===== config.mk =====
export PLATFORM = sky130hd
export DESIGN_NAME = tsc_ctrl_port
export DESIGN_NICKNAME = d
export VERILOG_FILES = /design/src/tsc_pkg.sv /design/src/tsc_sync.sv /design/src/tsc_ctrl_port.sv
export VERILOG_INCLUDE_DIRS = /design/src
export SDC_FILE = /design/constraint.sdc
export NUM_CORES = 1
export LEC_CHECK = 0
export ABC_AREA = 1
export BUFFER_PORTS_ARGS = -buffer_cell sky130_fd_sc_hd__buf_2
export CORE_AREA = 2 2 163 165
export CTS_CLUSTER_SIZE = 14
export DETAILED_ROUTE_END_ITERATION = 12
export DIE_AREA = 0 0 165 167
export HOLD_SLACK_MARGIN = 0.06
export PLACE_DENSITY = 0.85
export SYNTH_ARGS = -nofsm -noshare
export SYNTH_HDL_FRONTEND = slang
export SYNTH_HIERARCHICAL = 1
export SYNTH_SLANG_ARGS = --single-unit

===== constraint.sdc =====
create_clock -name clk_i -period 3.3 [get_ports clk_i]
set_input_delay 0.495 -clock clk_i [delete_from_list [all_inputs] [get_ports clk_i]]
set_output_delay 0.495 -clock clk_i [all_outputs]
set_load 0.01 [all_outputs]

===== src/tsc_cfg.svh =====
// Purpose: Constants of the TV sound two-wire control port
// Assumes: 50 MHz system clock, 8-bit command registers
// Notes: Offsets are subaddresses as seen on the serial bus
`ifndef TSC_CFG_SVH
`define TSC_CFG_SVH

// Fixed upper five bits of the slave address
`define TSC_ADDR_HI 5'h16
// Fastest serial bit rate served, in kbit/s
`define TSC_MAX_KBPS 400
// System clock rate in kHz
`define TSC_CLK_KHZ 50000
// Least system clocks per serial bit, derived from the two rates
`define TSC_BIT_CYC (`TSC_CLK_KHZ / `TSC_MAX_KBPS)

// Register count and special subaddresses
`define TSC_NUM_REGS 26
`define TSC_SUB_LAST 9'h019
`define TSC_SUB_SETUP 9'h0ff
`define TSC_SUB_GCONF 5'h01
`define TSC_SUB_C1_MS 9'h003
`define TSC_SUB_C1_MID 9'h004
`define TSC_SUB_C1_LS 9'h005
`define TSC_SUB_C2_MS 9'h006
`define TSC_SUB_C2_MID 9'h007
`define TSC_SUB_C2_LS 9'h008
`define TSC_SUB_DEMOD 5'h09
`define TSC_SUB_DEEMPH 5'h0a
`define TSC_SUB_LVL_C1 9'h00c
`define TSC_SUB_LVL_C2 9'h00d
`define TSC_SUB_LVL_NIC 9'h00f
`define TSC_SUB_LVL_DAI 9'h017
`define TSC_SUB_LOW_ERR 5'h10
`define TSC_SUB_UP_ERR 5'h11
`define TSC_SUB_MUTE 5'h12

// Field position and illegal level value
`define TSC_STBY_BIT 5
`define TSC_LVL_ILLEGAL 5'h10

// Power-up values
`define TSC_RST_ZERO 8'h00
`define TSC_RST_MUTE 8'hff
`define TSC_RST_LOW_ERR 8'h14
`define TSC_RST_UP_ERR 8'h50
`define TSC_RST_DEEMPH 8'h00

`endif


===== src/tsc_pkg.sv =====
// Purpose: Types of the TV sound two-wire control port
// Assumes: Nothing beyond the constants header
// Notes: Holds the receive state machine encoding
package tsc_pkg;
    // Receive sequencer states
    typedef enum logic [2:0] {
        TSC_IDLE     = 3'h0,
        TSC_ADDR     = 3'h1,
        TSC_ADDR_ACK = 3'h2,
        TSC_SUB      = 3'h3,
        TSC_SUB_ACK  = 3'h4,
        TSC_DATA     = 3'h5,
        TSC_DATA_ACK = 3'h6,
        TSC_IGNORE   = 3'h7
    } tsc_state_t;
endpackage


===== src/tsc_sync.sv =====
// Purpose: Two-flop synchroniser for pin inputs
// Assumes: Inputs are asynchronous levels
// Notes: First stage is read only by the second
`timescale 1ns/1ps
`default_nettype none
module tsc_sync #(
    parameter int WIDTH = 1
) (
    input wire logic clk_i,
    input wire logic nrst_i,
    input wire logic [WIDTH-1:0] d_i,
    output logic [WIDTH-1:0] q_o
);
    logic [WIDTH-1:0] meta_reg; // First stage, may go metastable
    logic [WIDTH-1:0] q_reg; // Second stage, safe to use

    // Idle value high suits the pulled-up bus lines
    always_ff @(posedge clk_i) begin
        if (!nrst_i) begin
            meta_reg <= '1;
            q_reg <= '1;
        end else begin
            meta_reg <= d_i;
            q_reg <= meta_reg;
        end
    end

    assign q_o = q_reg;
endmodule
`default_nettype wire


===== src/tsc_ctrl_port.sv =====
// Purpose: Two-wire slave receiver and command register file
// Assumes: Host is bus master; no clock stretching is done
// Notes: The contract below lists the rules this module keeps
// Contract
// - Answer 10110 plus two address-select pins
// - Serve fast-mode bit rates up to 400k
// - Never acknowledge the general call address
// - Slave stays alive during standby
// - Twenty-six subaddressed command registers
// - Subaddress increments after each data byte
// - Start anywhere valid; ack stored bytes
// - Nack nonexistent subaddress; never wrap
// - Multi-byte functions apply after last byte
// - Stop before last byte discards partial function
// - Store unchecked except level-adjust registers
// - Stop without ack is bus error
// - Power-up: muted, no carrier, outputs off
// - Power-up: IF input one, AGC, FM defaults
// - Setup byte overwrites subaddresses 3 to 10
`timescale 1ns/1ps
`default_nettype none
`include "tsc_cfg.svh"
module tsc_ctrl_port
    import tsc_pkg::*;
(
    input wire logic clk_i,
    input wire logic nrst_i,
    input wire logic scl_i,
    input wire logic sda_i,
    output logic sda_o,
    output logic sda_oe_o,
    input wire logic slave_addr_select_bit0_i,
    input wire logic slave_addr_select_bit1_i,
    input wire logic [23:0] setup_c1_freq_i,
    input wire logic [23:0] setup_c2_freq_i,
    input wire logic [7:0] setup_demod_i,
    input wire logic [7:0] setup_deemph_i,
    output logic [207:0] regs_o,
    output logic [7:0] easy_standard_setup_o,
    output logic standby_o,
    output logic freq1_load_o,
    output logic freq2_load_o,
    output logic bus_error_o
);
    logic [3:0] pins_s; // Synchronised scl, sda, selects
    logic scl_s, sda_s;
    logic scl_d_reg, sda_d_reg, scl_d_next, sda_d_next; // Previous line levels
    logic start_c, stop_c, rise_c, fall_c; // Bus events
    tsc_state_t state_reg, state_next;
    logic [3:0] bit_reg, bit_next; // Bits shifted this byte
    logic [7:0] sh_reg, sh_next; // Receive shifter
    logic [8:0] ptr_reg, ptr_next; // Subaddress pointer, 9 bits so 255 never wraps
    logic oe_reg, oe_next; // Pulling sda low
    logic berr_reg, berr_next;
    logic commit_c; // Data byte acknowledged and complete
    logic ptr_ok_c, lvl_bad_c, addr_hit_c;
    logic [7:0] regs_reg [0:`TSC_NUM_REGS-1];
    logic [7:0] regs_next [0:`TSC_NUM_REGS-1];
    logic [7:0] stage_reg [0:5]; // Carrier bytes held until complete
    logic [7:0] stage_next [0:5];
    logic [5:0] mask_reg, mask_next; // Which staged bytes are present
    logic [7:0] setup_reg, setup_next; // Last standard setup byte
    logic preset_reg, preset_next; // Preset load pending
    logic f1_reg, f1_next, f2_reg, f2_next;

    // Line synchroniser, one instance for all pins
    tsc_sync #(.WIDTH(4)) u_sync (
        .clk_i(clk_i),
        .nrst_i(nrst_i),
        .d_i({slave_addr_select_bit1_i, slave_addr_select_bit0_i, sda_i, scl_i}),
        .q_o(pins_s)
    );
    assign scl_s = pins_s[0];
    assign sda_s = pins_s[1];

    // Start/stop are sda edges with scl high
    // Sampling at 50 MHz leaves over a hundred clocks per 400k bit
    assign start_c = scl_d_reg && scl_s && sda_d_reg && !sda_s;
    assign stop_c = scl_d_reg && scl_s && !sda_d_reg && sda_s;
    assign rise_c = !scl_d_reg && scl_s;
    assign fall_c = scl_d_reg && !scl_s;

    // Address match; zero address can never hit
    assign addr_hit_c = (sh_reg == {`TSC_ADDR_HI, pins_s[3:2], 1'b0});
    // Valid subaddresses: 0..25 and 255
    assign ptr_ok_c = (ptr_reg <= `TSC_SUB_LAST) || (ptr_reg == `TSC_SUB_SETUP);
    // Level-adjust bytes are the only ones checked
    assign lvl_bad_c = ((ptr_reg == `TSC_SUB_LVL_C1) || (ptr_reg == `TSC_SUB_LVL_C2) ||
                        (ptr_reg == `TSC_SUB_LVL_NIC) || (ptr_reg == `TSC_SUB_LVL_DAI)) &&
                       ((sh_reg[7:5] != 3'h0) || (sh_reg[4:0] == `TSC_LVL_ILLEGAL));
    // Commit only once the ack bit has completed
    assign commit_c = (state_reg == TSC_DATA_ACK) && fall_c;

    // Receive sequencer next state
    always_comb begin
        state_next = state_reg;
        bit_next = bit_reg;
        sh_next = sh_reg;
        ptr_next = ptr_reg;
        oe_next = oe_reg;
        berr_next = 1'b0;
        scl_d_next = scl_s;
        sda_d_next = sda_s;
        if (stop_c) begin
            // Stop mid-byte drops the byte in flight
            // A normal stop follows one high clock of the next byte, so that is no error
            if ((state_reg == TSC_ADDR || state_reg == TSC_SUB ||
                 state_reg == TSC_DATA) && bit_reg > 4'h1) begin
                berr_next = 1'b1;
            end
            state_next = TSC_IDLE;
            oe_next = 1'b0;
        end else if (start_c) begin
            // Start or repeated start begins a new address phase
            state_next = TSC_ADDR;
            bit_next = 4'h0;
            oe_next = 1'b0;
        end else if (rise_c && (state_reg == TSC_ADDR || state_reg == TSC_SUB ||
                                state_reg == TSC_DATA)) begin
            // Sample data while clock is high
            sh_next = {sh_reg[6:0], sda_s};
            bit_next = bit_reg + 4'h1;
        end else if (fall_c) begin
            unique case (state_reg)
                TSC_ADDR: begin
                    // Write direction only; reads are not answered
                    if (bit_reg == 4'h8) begin
                        state_next = addr_hit_c ? TSC_ADDR_ACK : TSC_IGNORE;
                        oe_next = addr_hit_c;
                    end
                end
                TSC_SUB: begin
                    if (bit_reg == 4'h8) begin
                        state_next = TSC_SUB_ACK;
                        oe_next = 1'b1;
                    end
                end
                TSC_DATA: begin
                    if (bit_reg == 4'h8) begin
                        // Nack bad pointer or illegal level
                        state_next = (ptr_ok_c && !lvl_bad_c) ? TSC_DATA_ACK : TSC_IGNORE;
                        oe_next = ptr_ok_c && !lvl_bad_c;
                    end
                end
                TSC_ADDR_ACK: begin
                    state_next = TSC_SUB;
                    bit_next = 4'h0;
                    oe_next = 1'b0;
                end
                TSC_SUB_ACK: begin
                    // Any valid subaddress may start a write
                    state_next = TSC_DATA;
                    ptr_next = {1'b0, sh_reg};
                    bit_next = 4'h0;
                    oe_next = 1'b0;
                end
                TSC_DATA_ACK: begin
                    // Advance pointer; 255 moves to 256, no wrap
                    state_next = TSC_DATA;
                    ptr_next = ptr_reg + 9'h001;
                    bit_next = 4'h0;
                    oe_next = 1'b0;
                end
                TSC_IDLE, TSC_IGNORE: begin
                    state_next = state_reg;
                end
            endcase
        end
    end

    // Receive sequencer registers; standby never touches them
    always_ff @(posedge clk_i) begin
        if (!nrst_i) begin
            state_reg <= TSC_IDLE;
            bit_reg <= 4'h0;
            sh_reg <= 8'h00;
            ptr_reg <= 9'h000;
            oe_reg <= 1'b0;
            berr_reg <= 1'b0;
            scl_d_reg <= 1'b1;
            sda_d_reg <= 1'b1;
        end else begin
            state_reg <= state_next;
            bit_reg <= bit_next;
            sh_reg <= sh_next;
            ptr_reg <= ptr_next;
            oe_reg <= oe_next;
            berr_reg <= berr_next;
            scl_d_reg <= scl_d_next;
            sda_d_reg <= sda_d_next;
        end
    end

    // Register file next values
    always_comb begin
        for (int i = 0; i < `TSC_NUM_REGS; i++) begin
            regs_next[i] = regs_reg[i];
        end
        for (int i = 0; i < 6; i++) begin
            stage_next[i] = stage_reg[i];
        end
        mask_next = mask_reg;
        setup_next = setup_reg;
        preset_next = 1'b0;
        f1_next = 1'b0;
        f2_next = 1'b0;
        // Preset lands one clock after the setup byte
        if (preset_reg) begin
            {regs_next[3], regs_next[4], regs_next[5]} = setup_c1_freq_i;
            {regs_next[6], regs_next[7], regs_next[8]} = setup_c2_freq_i;
            regs_next[`TSC_SUB_DEMOD] = {setup_reg[5:4], setup_demod_i[5], setup_reg[7],
                                         setup_demod_i[3:2], setup_reg[6], setup_demod_i[0]};
            regs_next[`TSC_SUB_DEEMPH] = setup_deemph_i;
            f1_next = 1'b1;
            f2_next = 1'b1;
        end
        if (commit_c) begin
            // Carrier words are staged, then applied whole
            if (ptr_reg >= `TSC_SUB_C1_MS && ptr_reg <= `TSC_SUB_C2_LS) begin
                stage_next[ptr_reg[2:0] - 3'h3] = sh_reg;
                mask_next[ptr_reg[2:0] - 3'h3] = 1'b1;
            end
            if (ptr_reg == `TSC_SUB_C1_LS && mask_reg[1:0] == 2'h3) begin
                regs_next[3] = stage_reg[0];
                regs_next[4] = stage_reg[1];
                regs_next[5] = sh_reg;
                f1_next = 1'b1;
            end else if (ptr_reg == `TSC_SUB_C2_LS && mask_reg[4:3] == 2'h3) begin
                regs_next[6] = stage_reg[3];
                regs_next[7] = stage_reg[4];
                regs_next[8] = sh_reg;
                f2_next = 1'b1;
            end else if (ptr_reg == `TSC_SUB_SETUP) begin
                setup_next = sh_reg;
                preset_next = 1'b1;
            end else if (ptr_reg <= `TSC_SUB_LAST && (ptr_reg < `TSC_SUB_C1_MS ||
                                                     ptr_reg > `TSC_SUB_C2_LS)) begin
                // Single-byte registers stored as sent
                regs_next[ptr_reg[4:0]] = sh_reg;
            end
        end
        // Transfer end drops incomplete carrier words
        if (stop_c || start_c) begin
            mask_next = 6'h00;
        end
    end

    // Register file storage with power-up state
    always_ff @(posedge clk_i) begin
        if (!nrst_i) begin
            for (int i = 0; i < `TSC_NUM_REGS; i++) begin
                regs_reg[i] <= `TSC_RST_ZERO; // IF input one, AGC on, FM, no carrier
            end
            regs_reg[`TSC_SUB_MUTE] <= `TSC_RST_MUTE; // All outputs muted
            regs_reg[`TSC_SUB_LOW_ERR] <= `TSC_RST_LOW_ERR;
            regs_reg[`TSC_SUB_UP_ERR] <= `TSC_RST_UP_ERR;
            regs_reg[`TSC_SUB_DEEMPH] <= `TSC_RST_DEEMPH; // 50 us, adaptive off
            for (int i = 0; i < 6; i++) begin
                stage_reg[i] <= 8'h00;
            end
            mask_reg <= 6'h00;
            setup_reg <= 8'h00;
            preset_reg <= 1'b0;
            f1_reg <= 1'b0;
            f2_reg <= 1'b0;
        end else begin
            regs_reg <= regs_next;
            stage_reg <= stage_next;
            mask_reg <= mask_next;
            setup_reg <= setup_next;
            preset_reg <= preset_next;
            f1_reg <= f1_next;
            f2_reg <= f2_next;
        end
    end

    // Flatten register file, subaddress 0 in the low byte
    for (genvar g = 0; g < `TSC_NUM_REGS; g++) begin : g_flat
        assign regs_o[g*8 +: 8] = regs_reg[g];
    end
    assign sda_o = 1'b0; // Open drain: only ever pulls low
    assign sda_oe_o = oe_reg;
    assign easy_standard_setup_o = setup_reg;
    assign standby_o = regs_reg[`TSC_SUB_GCONF][`TSC_STBY_BIT];
    assign freq1_load_o = f1_reg;
    assign freq2_load_o = f2_reg;
    assign bus_error_o = berr_reg;
endmodule
`default_nettype wire


# [After elaboration in Yosys (flattened, before gate mapping)]
# Cells that the tools add are included.
[classes] addsub=3 order_cmp=12 n_eq_ne=27 muxes=43 n_bitwise=12 reduce_logical=57
[op_table] op="$mux W184" n=3
[op_table] op="$bwmux W208" n=1
[op_table] op="$mux W160" n=1
[op_table] op="$mux W136" n=1
[op_table] op="$mux W24" n=3
[op_table] op="$mux W64" n=1
[op_table] op="$bwmux W48" n=1
[op_table] op="$demux W8 S5" n=1
[op_table] op="$eq A9 B4 Y1 const B" n=4
[op_table] op="$demux W8 S3" n=1
[op_table] op="$logic_and A1 B1 Y1" n=19
[op_table] op="$pmux W9 S2" n=1
[op_table] op="$reduce_and A6 Y1" n=3
[op_table] op="$mux W1" n=16
[op_table] op="$mux W4" n=4
[op_table] op="$mux W8" n=2
[op_table] op="$pmux W3 S5" n=1
[op_table] op="$eq A3 B3 Y1 const B" n=4
[op_table] op="$mux W3" n=4
[op_table] op="$reduce_and A5 Y1" n=2
[op_table] op="$add A9 B1 Y9 const B" n=1
[op_table] op="$eq A9 B3 Y1 const B" n=1
[op_table] op="$eq A9 B5 Y1 const B" n=1
[op_table] op="$eq A9 B8 Y1 const B" n=1
[op_table] op="other kinds (41)" n=77
[word_totals] register_bits=309 input_bits=70

# [Depth between registers and ports, before layout]
# Gate-level depths: netlist of run 1.
[depth] ltp_word=13 depth_mapped=14 mapped_depth_nobuf=14

# [Modules after synthesis]
# The synthesis of run 1 kept the hierarchy.
[by_module_without_submodules] mod="tsc_ctrl_port" n_inst=1 cells_each=1656 area_per_inst_um2=12482.0 seq_area_each_um2=5665.4
[by_module_without_submodules] mod="tsc_sync" n_inst=1 cells_each=25 area_per_inst_um2=225.2 seq_area_each_um2=160.2

# [Worst setup path before layout of run 1]
# OpenSTA, ideal clock, no wires.
[synth_path] path_kind="register -> register" from="reg ptr_reg[0]" to="reg regs_reg, in the netlist regs_o[0]" setup_ns=0.070 arrival_ns=2.239 required_time_ns=3.230 slack_ns=0.990 path_stages_with_launch=14 synth_period_minus_slack_ns=2.310 path_cell_list="dfxtp_1 ha_1 clkinv_1 nor2_1 nand4_1 nor2_1 ha_1 inv_1 nand2_1 nor2_8 buf_6 nand3_1 nand2_1 a21oi_1"
[synth_via] elab_chain_len=6 elab_cells_between_ends=21 cone_classes="order compare: 5; eq/ne: 3; mux: 3; bitwise: 4; reduce/logical: 6"
[synth_lines] item="start: declaration" line_no="tsc_ctrl_port.sv:52" text="logic [8:0] ptr_reg, ptr_next;"
[synth_lines] item="start signal: assignment" line_no="tsc_ctrl_port.sv:186" text="ptr_reg <= ptr_next;"
[synth_lines] item="$not A5 Y6 (implied by the code)" line_no="tsc_ctrl_port.sv:239" text="regs_next[ptr_reg[4:0]] = sh_reg;"
[synth_lines] item="$ge A6 B6 Y1 (implied by the code) or $lt A6 B1 Y1 (tied branches)" line_no="tsc_ctrl_port.sv:239"
[synth_lines] item="$logic_and A1 B1 Y1 (implied by the code)" line_no="tsc_ctrl_port.sv:239"
[synth_lines] item="$mux W8 (implied by the code)" line_no="tsc_ctrl_port.sv:239"
[synth_lines] item="$demux W8 S5" line_no="tsc_ctrl_port.sv:239"
[synth_lines] item="$bwmux W208" line_no="tsc_ctrl_port.sv:239"
[synth_lines] item="end signal: indexed assignment" line_no="tsc_ctrl_port.sv:252" text="regs_reg[i] <= `TSC_RST_ZERO;"
[synth_lines] item="end signal: indexed assignment" line_no="tsc_ctrl_port.sv:254" text="regs_reg[`TSC_SUB_MUTE] <= `TSC_RST_MUTE;"
[synth_lines] item="end signal: indexed assignment" line_no="tsc_ctrl_port.sv:255" text="regs_reg[`TSC_SUB_LOW_ERR] <= `TSC_RST_LOW_ERR;"
[synth_lines] item="end: declaration" line_no="tsc_ctrl_port.sv:57" text="logic [7:0] regs_reg [0:`TSC_NUM_REGS-1];"
# Several ways; a longest one is shown, not always the timed one.
# A chain may end at the register's enable or synchronous reset.

# [Worst setup path in the final report of run 1]
[layout_path] from="reg ptr_reg[0]" to="reg regs_reg, in the netlist regs_o[178]"
# The elaborated chain is that of the path after synthesis.

==> results.md, run 1 <==
- Status: completed
- Hold Buf Count CTS: 0
- PwrDens: around 470 nW/um^2
- Routed vias/inst: around 5.7
- # setup viols final: 0
- Post-synthesis cell type count: 41
- CTS Root Cell: clkbuf_16
- Clock transition at path regs: roughly 0.06 ns
- DRT Pass-1 Iters: 6
- Post-DP HPWL: 26700 microns
- # rows: between 50 and 60
- Worst slew pin tran: ~1 ns
- WL per Instance: roughly 18 microns
- Gate Count Post-Synth: around 1700
- Port Buffers: 286
- Routing usage on met2: a little under half
- Async set or reset register ratio after synthesis: 0%
- Max-slew violations: 0
- Worst Path Arrival: 3.42 ns
- Avg Cell Area, Syn: 7.56 sq um
- GPL Wtd Cong: ~0.90
- Initial DRC Count: about 1300
- Max reg flops: between 200 and 250
- Total leakage power: about 6.5 nW
- Crit share post-route: approximately nine tenths
- Synth Flop Type: dfxtp_1
- Fmax: 331 MHz
- Grt peak-use layer: met2
- Worst hold path class: in2reg
- Die ar.: roughly 28000 sq um
- Antenna Nets Post-Route: 0
- Rel. slew slack: roughly 35%
- Layout cells sized above 1: 21.9%
- Clock Sinks: just under 300
- GRT met1 Usage: roughly 36%
- Yosys Warn Count: 6
- Critical Path RT: 3.70 ns
- Crit-path max FO: 34
- Area Growth Syn to Fin: 20.4%
- Final Critical Period: 3.02 ns
- Drt total wl: between 40000 and 50000 microns
- Via count: between 10000 and 15000
- Register area share after synthesis: 45.8%
- Setup Crit Path Kind: reg2reg
- Setup Fix Bufs, Post-CTS: 0
- Crit-path leading delay family: simple AND/OR/NAND/NOR gates
- Slowest CP cell: buf_4
- CTS buffer count: 31
- Largest net degree at the start of global routing: 71
- Max Cap Viol: 0
- RSZ-0062 raised after global routing: false
- Nets: about 2000
- Starting Density: roughly half
- Setup WS post-layout: approximately 0.28 ns
- Area contributors post-synth: dfxtp_1 46%, nand2_1 11%, a21oi_1 9.0%
- WP buf/inv: 3
- Syn nets: about 1800
- GRT Overall Usage: ~28%
- Met3 Resource Use GR: 4.23%
- Synth top area share: a little under half
- Pre-CTS setup slack: ~0.38 ns
- Die Height: 167 microns
- Die Span X: between 150 and 200 microns
- EDFF count, synth: 0
- Clock latency on the worst-skew pair: 0.56 ns
- # DRC: 0
- Ports: between 200 and 300
- Number of global-route vias before repair: between 10000 and 15000
- CP endpoint kind: flop
- Initial antenna violation count: 1
- H-tree Lvls: 1
- Post-CTS sizing: 0
- GR Overflow Total: 0
- Clk_skew: approximately 0.015 ns
- Synthesized flop and latch total: approximately 290
- Worst vdd ir: around 0.36 mV
- Yosys top cell by area: dfxtp_1
- Slowest stage delay, CP: approximately 0.45 ns
- First-pass GRT wire length: approximately 62000 microns
- TritonCTS clock tree: done
- Critical Path Source Type: flop
- Cell Chain, Critical Path: ha_1 > clkinv_1 > nor2_1 > nand4_1 > nor2_1 > ha_1 > inv_1 > nand2_1 > nor2_8 > buf_4 > nand3_2 > nand2_1 > a21oi_1
- Max Root-Sink Buffers: 3
- Post-Syn Area: between 10000 and 15000 sq um
- Final Hold Viols: 0
- Core Region: roughly 26000 sq um
- TNS Setup: 0 ns
==> worst paths after layout <==
| kind | start | endpoint | slack, ns | cells past startpoint |
|---|---|---|---|---|
| hold reg to reg | u_sync/meta_reg[2] | u_sync/q_o[2] | 0.40 | 2 |
| hold / removal | slave_addr_select_bit1_i | u_sync/meta_reg[3] | 0.12 | 3 |
| setup reg to reg | ptr_reg[0] | regs_o[178] | 0.28 | 13 |
| setup / recovery | ptr_reg[0] | regs_o[178] | 0.28 | 13 |
==> tightest hold or removal path, cell delays in order <==
cell and delay, ns:
buf_2 0.08, inv_1 0.03, nand2_1 0.04
==> area by class of cell <==
class | count | area, sq um
Inverter | 111 | 424
Sequential cell | 291 | 5830
Multi-Input combinational cell | 1158 | 5860
Timing Repair Buffer | 321 | 1740
Tap cell | 335 | 419
Clock buffer | 44 | 885
Clock inverter | 10 | 131
Antenna cell | 1 | 2.50
Fill cell | 2280 | 10500
==> logic make-up (layout without fill, tap and decap cells) <==
kind of cell | after synthesis | count (layout) | share of synthesized area, %
compound gates | 334 | 334 | 13.9
xor+xnor | 1 | 1 | 0.0689
fa+ha+maj | 8 | 8 | 0.788
buf+inv | 232 | 486 | 8.05
flops | 291 | 291 | 45.8
mux | 36 | 36 | 2.84
other cells | 1 | 2 | 0.0295
simple gates | 778 | 778 | 28.5
==> power by group <==
| part | internal (mW) | total, mW | switching, mW |
|---|---|---|---|
| clock | 2.08 | 3.50 | 1.42 |
| combinational | 0.0490 | 0.156 | 0.107 |
| sequential | 3.52 | 3.53 | 0.00735 |
| total | 5.65 | 7.18 | 1.53 |
==> layout by cell type, fill, tap and decap left out, drive strengths merged <==
cell	n
inv	107
xor2	1
bufinv	3
clkinvlp	1
nor3	13
diode	1
nand3	101
nand4	134
buf	321
clkbuf	44
a211oi	8
a21oi	228
clkinv	10
nand2	386
ha	8
a221oi	2
or2	7
o22ai	8
a311oi	1
and3	2
o21ai	63
o221ai	5
nor4	1
nor2	134
o211ai	6
mux2i	36
dfxtp	291
o31ai	1
a31oi	12
conb	1
==> Yosys cell counts, types with 3 or more instances <==
cell / number
o211ai_1: 6
buf_4: 14
clkinv_1: 5
nor2_2: 5
nor3_1: 10
a31oi_1: 12
or2_2: 7
a21oi_1: 228
nand3_1: 86
ha_1: 8
nand3_2: 15
a211oi_1: 8
inv_1: 94
nand2_1: 380
nor2_4: 3
nand4_1: 132
o221ai_1: 5
dfxtp_1: 291
clkbuf_1: 66
inv_2: 11
nor2_1: 125
mux2i_1: 36
o21ai_0: 63
buf_2: 24
o22ai_1: 8
nand2_2: 5
buf_1: 8
buf_6: 9
==> routing by layer <==
metal  vias up  part of all wire [%]
li1       6170                     -
met1      5992                    40
met2       698                    47
met3       139                   8.5
met4         0                   4.4
met5         -                     0
==> metrics by stage <==
stage                     instance area, sq um  std cells  hold slack (ns)  power [mW]  util [%]
final                                    15300       2271            0.119        7.18      59.4
after floorplan                          12700       1681            0.380        3.69         -
after global placement                   14300       2216            0.391        3.75      55.4
after detailed placement                 14300       2216            0.389        3.76      55.4
after CTS                                15300       2270            0.104        7.21      59.4
after global routing                     15300       2271            0.129        7.38      59.4
(Power assumes the default switching activity.)
==> run 2: changes to the inputs <==
Clock period 3.3 ns to 3.1 ns, I/O delays scaled along.
==> run 2 against run 1 <==
Compared with the run above:
- register-to-register slack got worse by 0.02 ns
- via count increased by 0.87%
- global-route usage up 0.19 points
- sequential power increased by 6.2%
- critical path depth grew 1
- clock power rose by 3%
- sequential share of layout area is 0.19 points lower
- first-iteration DRC count shrank 1.3%
- non-clock buffer count rose by 15
- maximum frequency up 6.4%
- routed wire length grew 2.0%
- largest power group unchanged
==> results.md, run 2 (same netlist as run 1, synthesis figures left out) <==
- Status: completed (unchanged)
- Number of global-route vias before repair: 12112 (was 11914)
- Worst Path Arrival: 3.25 ns (was 3.42 ns)
- # setup viols final: 0 (unchanged)
- Max-slew violations: 0 (unchanged)
- Worst vdd ir: 0.348 mV (was 0.363 mV)
- Antenna Nets Post-Route: 0 (unchanged)
- Hold Buf Count CTS: 0 (unchanged)
- CP endpoint kind: flop (unchanged)
- WL per Instance: 17.9 microns (was 17.7 microns)
- Slowest stage delay, CP: 0.55 ns (was 0.45 ns)
- Crit share post-route: 91.5% (was 91.4%)
- Drt total wl: 40900 microns (was 40100 microns)
- Cell Chain, Critical Path: ha_1 > clkinv_1 > nor2_1 > nand4_1 > nor2_1 > ha_1 > inv_1 > nand2_1 > nor2_8 > nand2_1 > nor2_4 > nand2_2 > nand2_1 > nand3_1 (was ha_1 > clkinv_1 > nor2_1 > nand4_1 > nor2_1 > ha_1 > inv_1 > nand2_1 > nor2_8 > buf_4 > nand3_2 > nand2_1 > a21oi_1)
- CTS Root Cell: clkbuf_16 (unchanged)
- Die ar.: 27600 sq um (unchanged)
- GR Overflow Total: 0 (unchanged)
- Routed vias/inst: 5.74 (was 5.72)
- Post-CTS sizing: 0 (unchanged)
- # DRC: 0 (unchanged)
- Initial DRC Count: 1285 (was 1302)
- Largest net degree at the start of global routing: 86 (was 71)
- GPL Wtd Cong: 0.945 (was 0.903)
- Max reg flops: 208 (unchanged)
- Number of diodes: 0 (was 1)
- Final instance area: 15400 sq um (was 15300 sq um)
- Port Buffers: 286 (unchanged)
- Layout cells sized above 1: 22.5% (was 21.9%)
- Clock Sinks: 291 (unchanged)
- WP buf/inv: 2 (was 3)
- Worst slew pin tran: 1.01 ns (was 0.980 ns)
- RSZ-0062 raised after global routing: false (unchanged)
- Setup Fix Bufs, Post-CTS: 0 (unchanged)
- Fmax: 353 MHz (was 331 MHz)
- Setup Crit Path Kind: reg2reg (unchanged)
- Area occupied by multi-input gates: 5880 sq um (was 5860 sq um)
- # rows: 59 (unchanged)
- Fillers: 2222 (was 2280)
- GRT Overall Usage: 28.0% (was 27.8%)
- Ports: 292 (unchanged)
- Via count: 13112 (was 12999)
- Final Critical Period: 2.84 ns (was 3.02 ns)
- H-tree Lvls: 1 (unchanged)
- Total leakage power: 6.59 nW (was 6.54 nW)
- Worst hold path class: in2reg (unchanged)
- Core Region: 25800 sq um (unchanged)
- Max Root-Sink Buffers: 3 (unchanged)
- Final Hold Viols: 0 (unchanged)
- Cell Area, Placed: 14400 sq um (was 14300 sq um)
- Crit-path max FO: 22 (was 34)
- Most frequent cells in the layout: 380 x nand2_1, 290 x dfxtp_1, 286 x buf_2 (unchanged)
- Worst hold slack: 0.0828 ns (was 0.119 ns)
- Critical Path Source Type: flop (unchanged)
- Register area: 5830 sq um (unchanged)
- Nets: 2009 (was 1992)
- Clock latency on the worst-skew pair: 0.56 ns (about the same)
- Die Height: 167 microns (unchanged)
- First-pass GRT wire length: 62500 microns (was 62000 microns)
- Crit-path leading delay family: simple AND/OR/NAND/NOR gates (unchanged)
- TNS Setup: 0 ns (unchanged)
- Rel. slew slack: 32.4% (was 34.6%)
- TritonCTS clock tree: done (unchanged)
- CTS buffer count: 31 (unchanged)
- DRT Pass-1 Iters: 7 (was 6)
- Most common cell on crit path: nand2_1
- PwrDens: 489 nW/um^2 (was 470 nW/um^2)
- Clock transition at path regs: 0.07 ns (was 0.06 ns)
- Die Span X: 165 microns (unchanged)
- Most common cell after layout, fill and taps aside: nand2_1 (unchanged)
- Post-DP HPWL: 26900 microns (was 26700 microns)
- Initial antenna violation count: 0 (was 1)
- Slowest CP cell: nor2_8 (was buf_4)
- Area Growth Syn to Fin: 21.0% (was 20.4%)
- Critical Path RT: 3.51 ns (was 3.70 ns)
- Max Cap Viol: 0 (unchanged)
- Starting Density: 49.3% (unchanged)
- Clk_skew: 0.0142 ns (was 0.0155 ns)
-- run 2: changes by cell type in the layout (fill, tap and decap cells not counted) --
cell       before  now
nor2_4          3    5
clkbuf_16      31   32
clkbuf_8        6    5
bufinv_16       3    1
buf_4          31   47
clkinv_4        0    1
diode_2         1    0
buf_12          4    3
clkbuf_1        7    9
clkinv_2        5    3
-- run 2: through the flow --
| stage | util [%] | setup slack (ns) | power (mW) | std cells |
|---|---|---|---|---|
| final | 59.7 | 0.264 | 7.52 | 2286 |
| after global routing | 59.7 | 0.0539 | 7.74 | 2286 |
| after CTS | 59.6 | 0.0206 | 7.55 | 2284 |
| after detailed placement | 55.8 | 0.0539 | 4.00 | 2231 |
| after global placement | 55.8 | 0.144 | 4.00 | 2231 |
| after floorplan | - | 0.790 | 3.93 | 1681 |
-- run 2: power by group --
part / switching [mW] / internal (mW) / leakage [nW] / total, mW
Sequential: 0.00779 / 3.75 / 2.35 / 3.75
Clock: 1.52 / 2.08 / 0.476 / 3.60
Combinational: 0.114 / 0.0539 / 3.77 / 0.168
Total: 1.64 / 5.88 / 6.59 / 7.52
-- run 2: layout make-up --
class / instances / share of cell area [%]
clock buffers: 46 / 5.88
clock inverters: 7 / 0.456
inverters: 111 / 2.76
multi-input cells: 1160 / 38.3
flip-flops and latches: 291 / 37.9
well taps: 335 / 2.73
repair buffers: 336 / 12.0
-- run 2: worst paths after layout --
kind	from	endpoint	cells after the start	slack (ns)
setup / recovery	ptr_reg[0]	regs_o[147]	14	0.26
hold / removal	slave_addr_select_bit0_i	u_sync/meta_reg[2]	3	0.08
setup reg to reg	ptr_reg[0]	regs_o[147]	14	0.26
hold reg to reg	u_sync/meta_reg[1]	u_sync/q_o[1]	2	0.41
-- run 2: metal layers --
metal  GRT usage (%)  share of wire (%)  vias up
li1                -                  -     6197
met1            36.1                 41     6030
met2            45.8                 46      743
met3            4.06                8.6      142
met4            13.3                4.4        0
met5               0                  0        -
-- run 2: worst min-delay path, delay by kind of cell --
family	cells	cell delay, ns
buf+inv	2	0.10
simple gates	1	0.04
==> run 3: changes to the inputs <==
Settings changed: REMOVE_ABC_BUFFERS from default to 1.
==> run 3 against run 2 <==
Compared with the run above:
- non-clock buffer count rose by 1
- first-iteration DRC count up 36%
- global-route usage shrank 0.49 points
- sequential power about the same
- die area stayed put
- clock-buffer cell count increased by 2
- total power up 0.98%
- design area rose by 0.54%
- sequential share of layout area fell by 0.19 points
- critical endpoint is now regs_o[149]
- largest cell class unchanged
- highest routed layer unchanged
==> results.md, run 3 (same netlist as run 1, synthesis figures left out) <==
- Worst vdd ir: 0.369 mV (was 0.348 mV)
- Final Hold Viols: 0 (unchanged)
- Hold Buf Count CTS: 0 (unchanged)
- Cell Chain, Critical Path: ha_1 > clkinv_1 > nor2_1 > nand4_1 > nor2_1 > ha_1 > inv_1 > nand2_1 > nor2_8 > nand2_1 > nor2_4 > nand2_2 > nand2_1 > nand3_1 (unchanged)
- Hold path depth: 3 (unchanged)
- Slowest CP cell: nor2_8 (unchanged)
- Number of global-route vias before repair: 12137 (was 12112)
- Antenna Nets Post-Route: 0 (unchanged)
- CTS buffer count: 30 (was 31)
- Internal cell power: 6.00 mW (was 5.88 mW)
- Post-DP HPWL: 25900 microns (was 26900 microns)
- Post-layout util: 60.0% (was 59.7%)
- Max reg flops: 208 (unchanged)
- TNS Setup: 0 ns (unchanged)
- Slowest stage delay, CP: 0.54 ns (was 0.55 ns)
- Most frequent cells in the layout: 380 x nand2_1, 289 x dfxtp_1, 286 x buf_2 (was 380 x nand2_1, 290 x dfxtp_1, 286 x buf_2)
- Crit-path max FO: 22 (unchanged)
- Initial DRC Count: 1747 (was 1285)
- GR Overflow Total: 0 (unchanged)
- P_sw: 1.59 mW (was 1.64 mW)
- Fmax: 353 MHz (about the same)
- Switching share of power: 21.0% (was 21.8%)
- Total leakage power: 6.63 nW (was 6.59 nW)
- Max Cap Viol: 0 (unchanged)
- R2R Setup Slk: 0.26 ns (about the same)
- PwrDens: 491 nW/um^2 (was 489 nW/um^2)
- Clock latency on the worst-skew pair: 0.55 ns (was 0.56 ns)
- Core Region: 25800 sq um (unchanged)
- FF-to-FF path depth: 14 (unchanged)
- Critical Path RT: 3.50 ns (was 3.51 ns)
- Rel. slew slack: 26.2% (was 32.4%)
- Max-slew violations: 0 (unchanged)
- RSZ-0062 raised after global routing: false (unchanged)
- Largest net degree at the start of global routing: 92 (was 86)
- Nets: 2009 (unchanged)
- Worst Path Arrival: 3.24 ns (was 3.25 ns)
- DRT Pass-1 Iters: 5 (was 7)
- Most common cell after layout, fill and taps aside: nand2_1 (unchanged)
- WL per Instance: 17.4 microns (was 17.9 microns)
- Crit share post-route: 91.5% (about the same)
- CTS Root Cell: clkbuf_16 (unchanged)
- First-pass GRT wire length: 61600 microns (was 62500 microns)
- Setup WS post-layout: 0.263 ns (was 0.264 ns)
- Clock transition at path regs: 0.06 ns (was 0.07 ns)
- Worst slew pin tran: 1.10 ns (was 1.01 ns)
- H-tree Lvls: 1 (unchanged)
- Most common cell on crit path: nand2_1 (unchanged)
- # DRC: 0 (unchanged)
- # setup viols final: 0 (unchanged)
- Worst hold path class: in2reg (unchanged)
- GPL Wtd Cong: 0.965 (was 0.945)
- Initial antenna violation count: 0 (unchanged)
- Ports: 292 (unchanged)
- Die Span X: 165 microns (unchanged)
- TritonCTS clock tree: done (unchanged)
- Area Growth Syn to Fin: 21.6% (was 21.0%)
- Via count: 12917 (was 13112)
- Die ar.: 27600 sq um (unchanged)
- Flop pwr share: 49.4% (was 49.9%)
- Clk pwr share: 48.3% (was 47.9%)
- Final Critical Period: 2.84 ns (about the same)
- Layout cells sized above 1: 22.6% (was 22.5%)
- Drt total wl: 39800 microns (was 40900 microns)
- # rows: 59 (unchanged)
- Clk_skew: 0.0111 ns (was 0.0142 ns)
- Status: completed (unchanged)
- Number of diodes: 0 (unchanged)
- Max Root-Sink Buffers: 3 (unchanged)
- Routed vias/inst: 5.65 (was 5.74)
- Share of power burned in combinational logic: 2.2% (about the same)
- Pre-CTS setup slack: 0.00226 ns (was 0.0539 ns)
- Setup Crit Path Kind: reg2reg (unchanged)
- CP endpoint kind: flop (unchanged)
- Critical Path Source Type: flop (unchanged)
- Port Buffers: 286 (unchanged)
- Clock Sinks: 291 (unchanged)
- Die Height: 167 microns (unchanged)
- Starting Density: 49.3% (unchanged)
- GRT Overall Usage: 27.5% (was 28.0%)
[run 3: changes by cell type in the layout (fill, tap and decap cells not counted), moves of 2 or more]
cell / change
clkinv_2: -2
buf_4: -2
buf_12: +3
clkbuf_8: +4
[run 3: power groups by stage]
stage	clock network, mW	logic [mW]	registers, mW
after floorplan	0	0.0667	3.84
after global placement	0	0.164	3.84
after detailed placement	0	0.167	3.84
after CTS	3.71	0.167	3.75
after global routing	3.87	0.185	3.75
final	3.67	0.169	3.75
[run 3: repair_timing]
action,CTS,global route
endpoints found under the setup margin,8,20
pin swaps,1,1
gates cloned,1,1
setup buffers,0,0
resized for setup,0,0
[run 3: stage by stage]
stage	hold slack [ns]	power, mW	area, sq um	std cells
floorplan	0.380	3.90	12100	1560
global placement	0.390	4.00	14400	2232
detailed placement	0.391	4.00	14400	2232
CTS	0.0726	7.63	15400	2286
global route	0.0887	7.81	15500	2287
finish	0.0893	7.59	15500	2287
[run 3: layer usage]
metal  global-route usage (%)  wire length [microns]
met4                     12.7                   1810
met1                     35.1                  15900
met3                     4.31                   3320
met5                        0                      0
met2                     45.4                  18800
[run 3: path summary, 6_finish.rpt]
kind / startpoint / end
min: slave_addr_select_bit1_i / u_sync/meta_reg[3]
max: ptr_reg[1] / regs_o[149]
min reg2reg: u_sync/meta_reg[0] / u_sync/q_o[0]
max reg2reg: ptr_reg[1] / regs_o[149]
[run 3: layout make-up]
cell class	instances	area [sq um]
fillers	2275	10300
clock inverters	5	80.1
flip-flops and latches	291	5830
well taps	335	419
clock buffers	48	930
repair buffers	337	1890
multi-input cells	1160	5880
inverters	111	424
[run 3: critical path: cells and delay by family, from the launching register on]
kind	cells	cell delay, ns
buffers and inverters	2	0.13
adders and majority gates	2	0.41
DFF	1	0.34
and+or+nand+nor	10	1.81
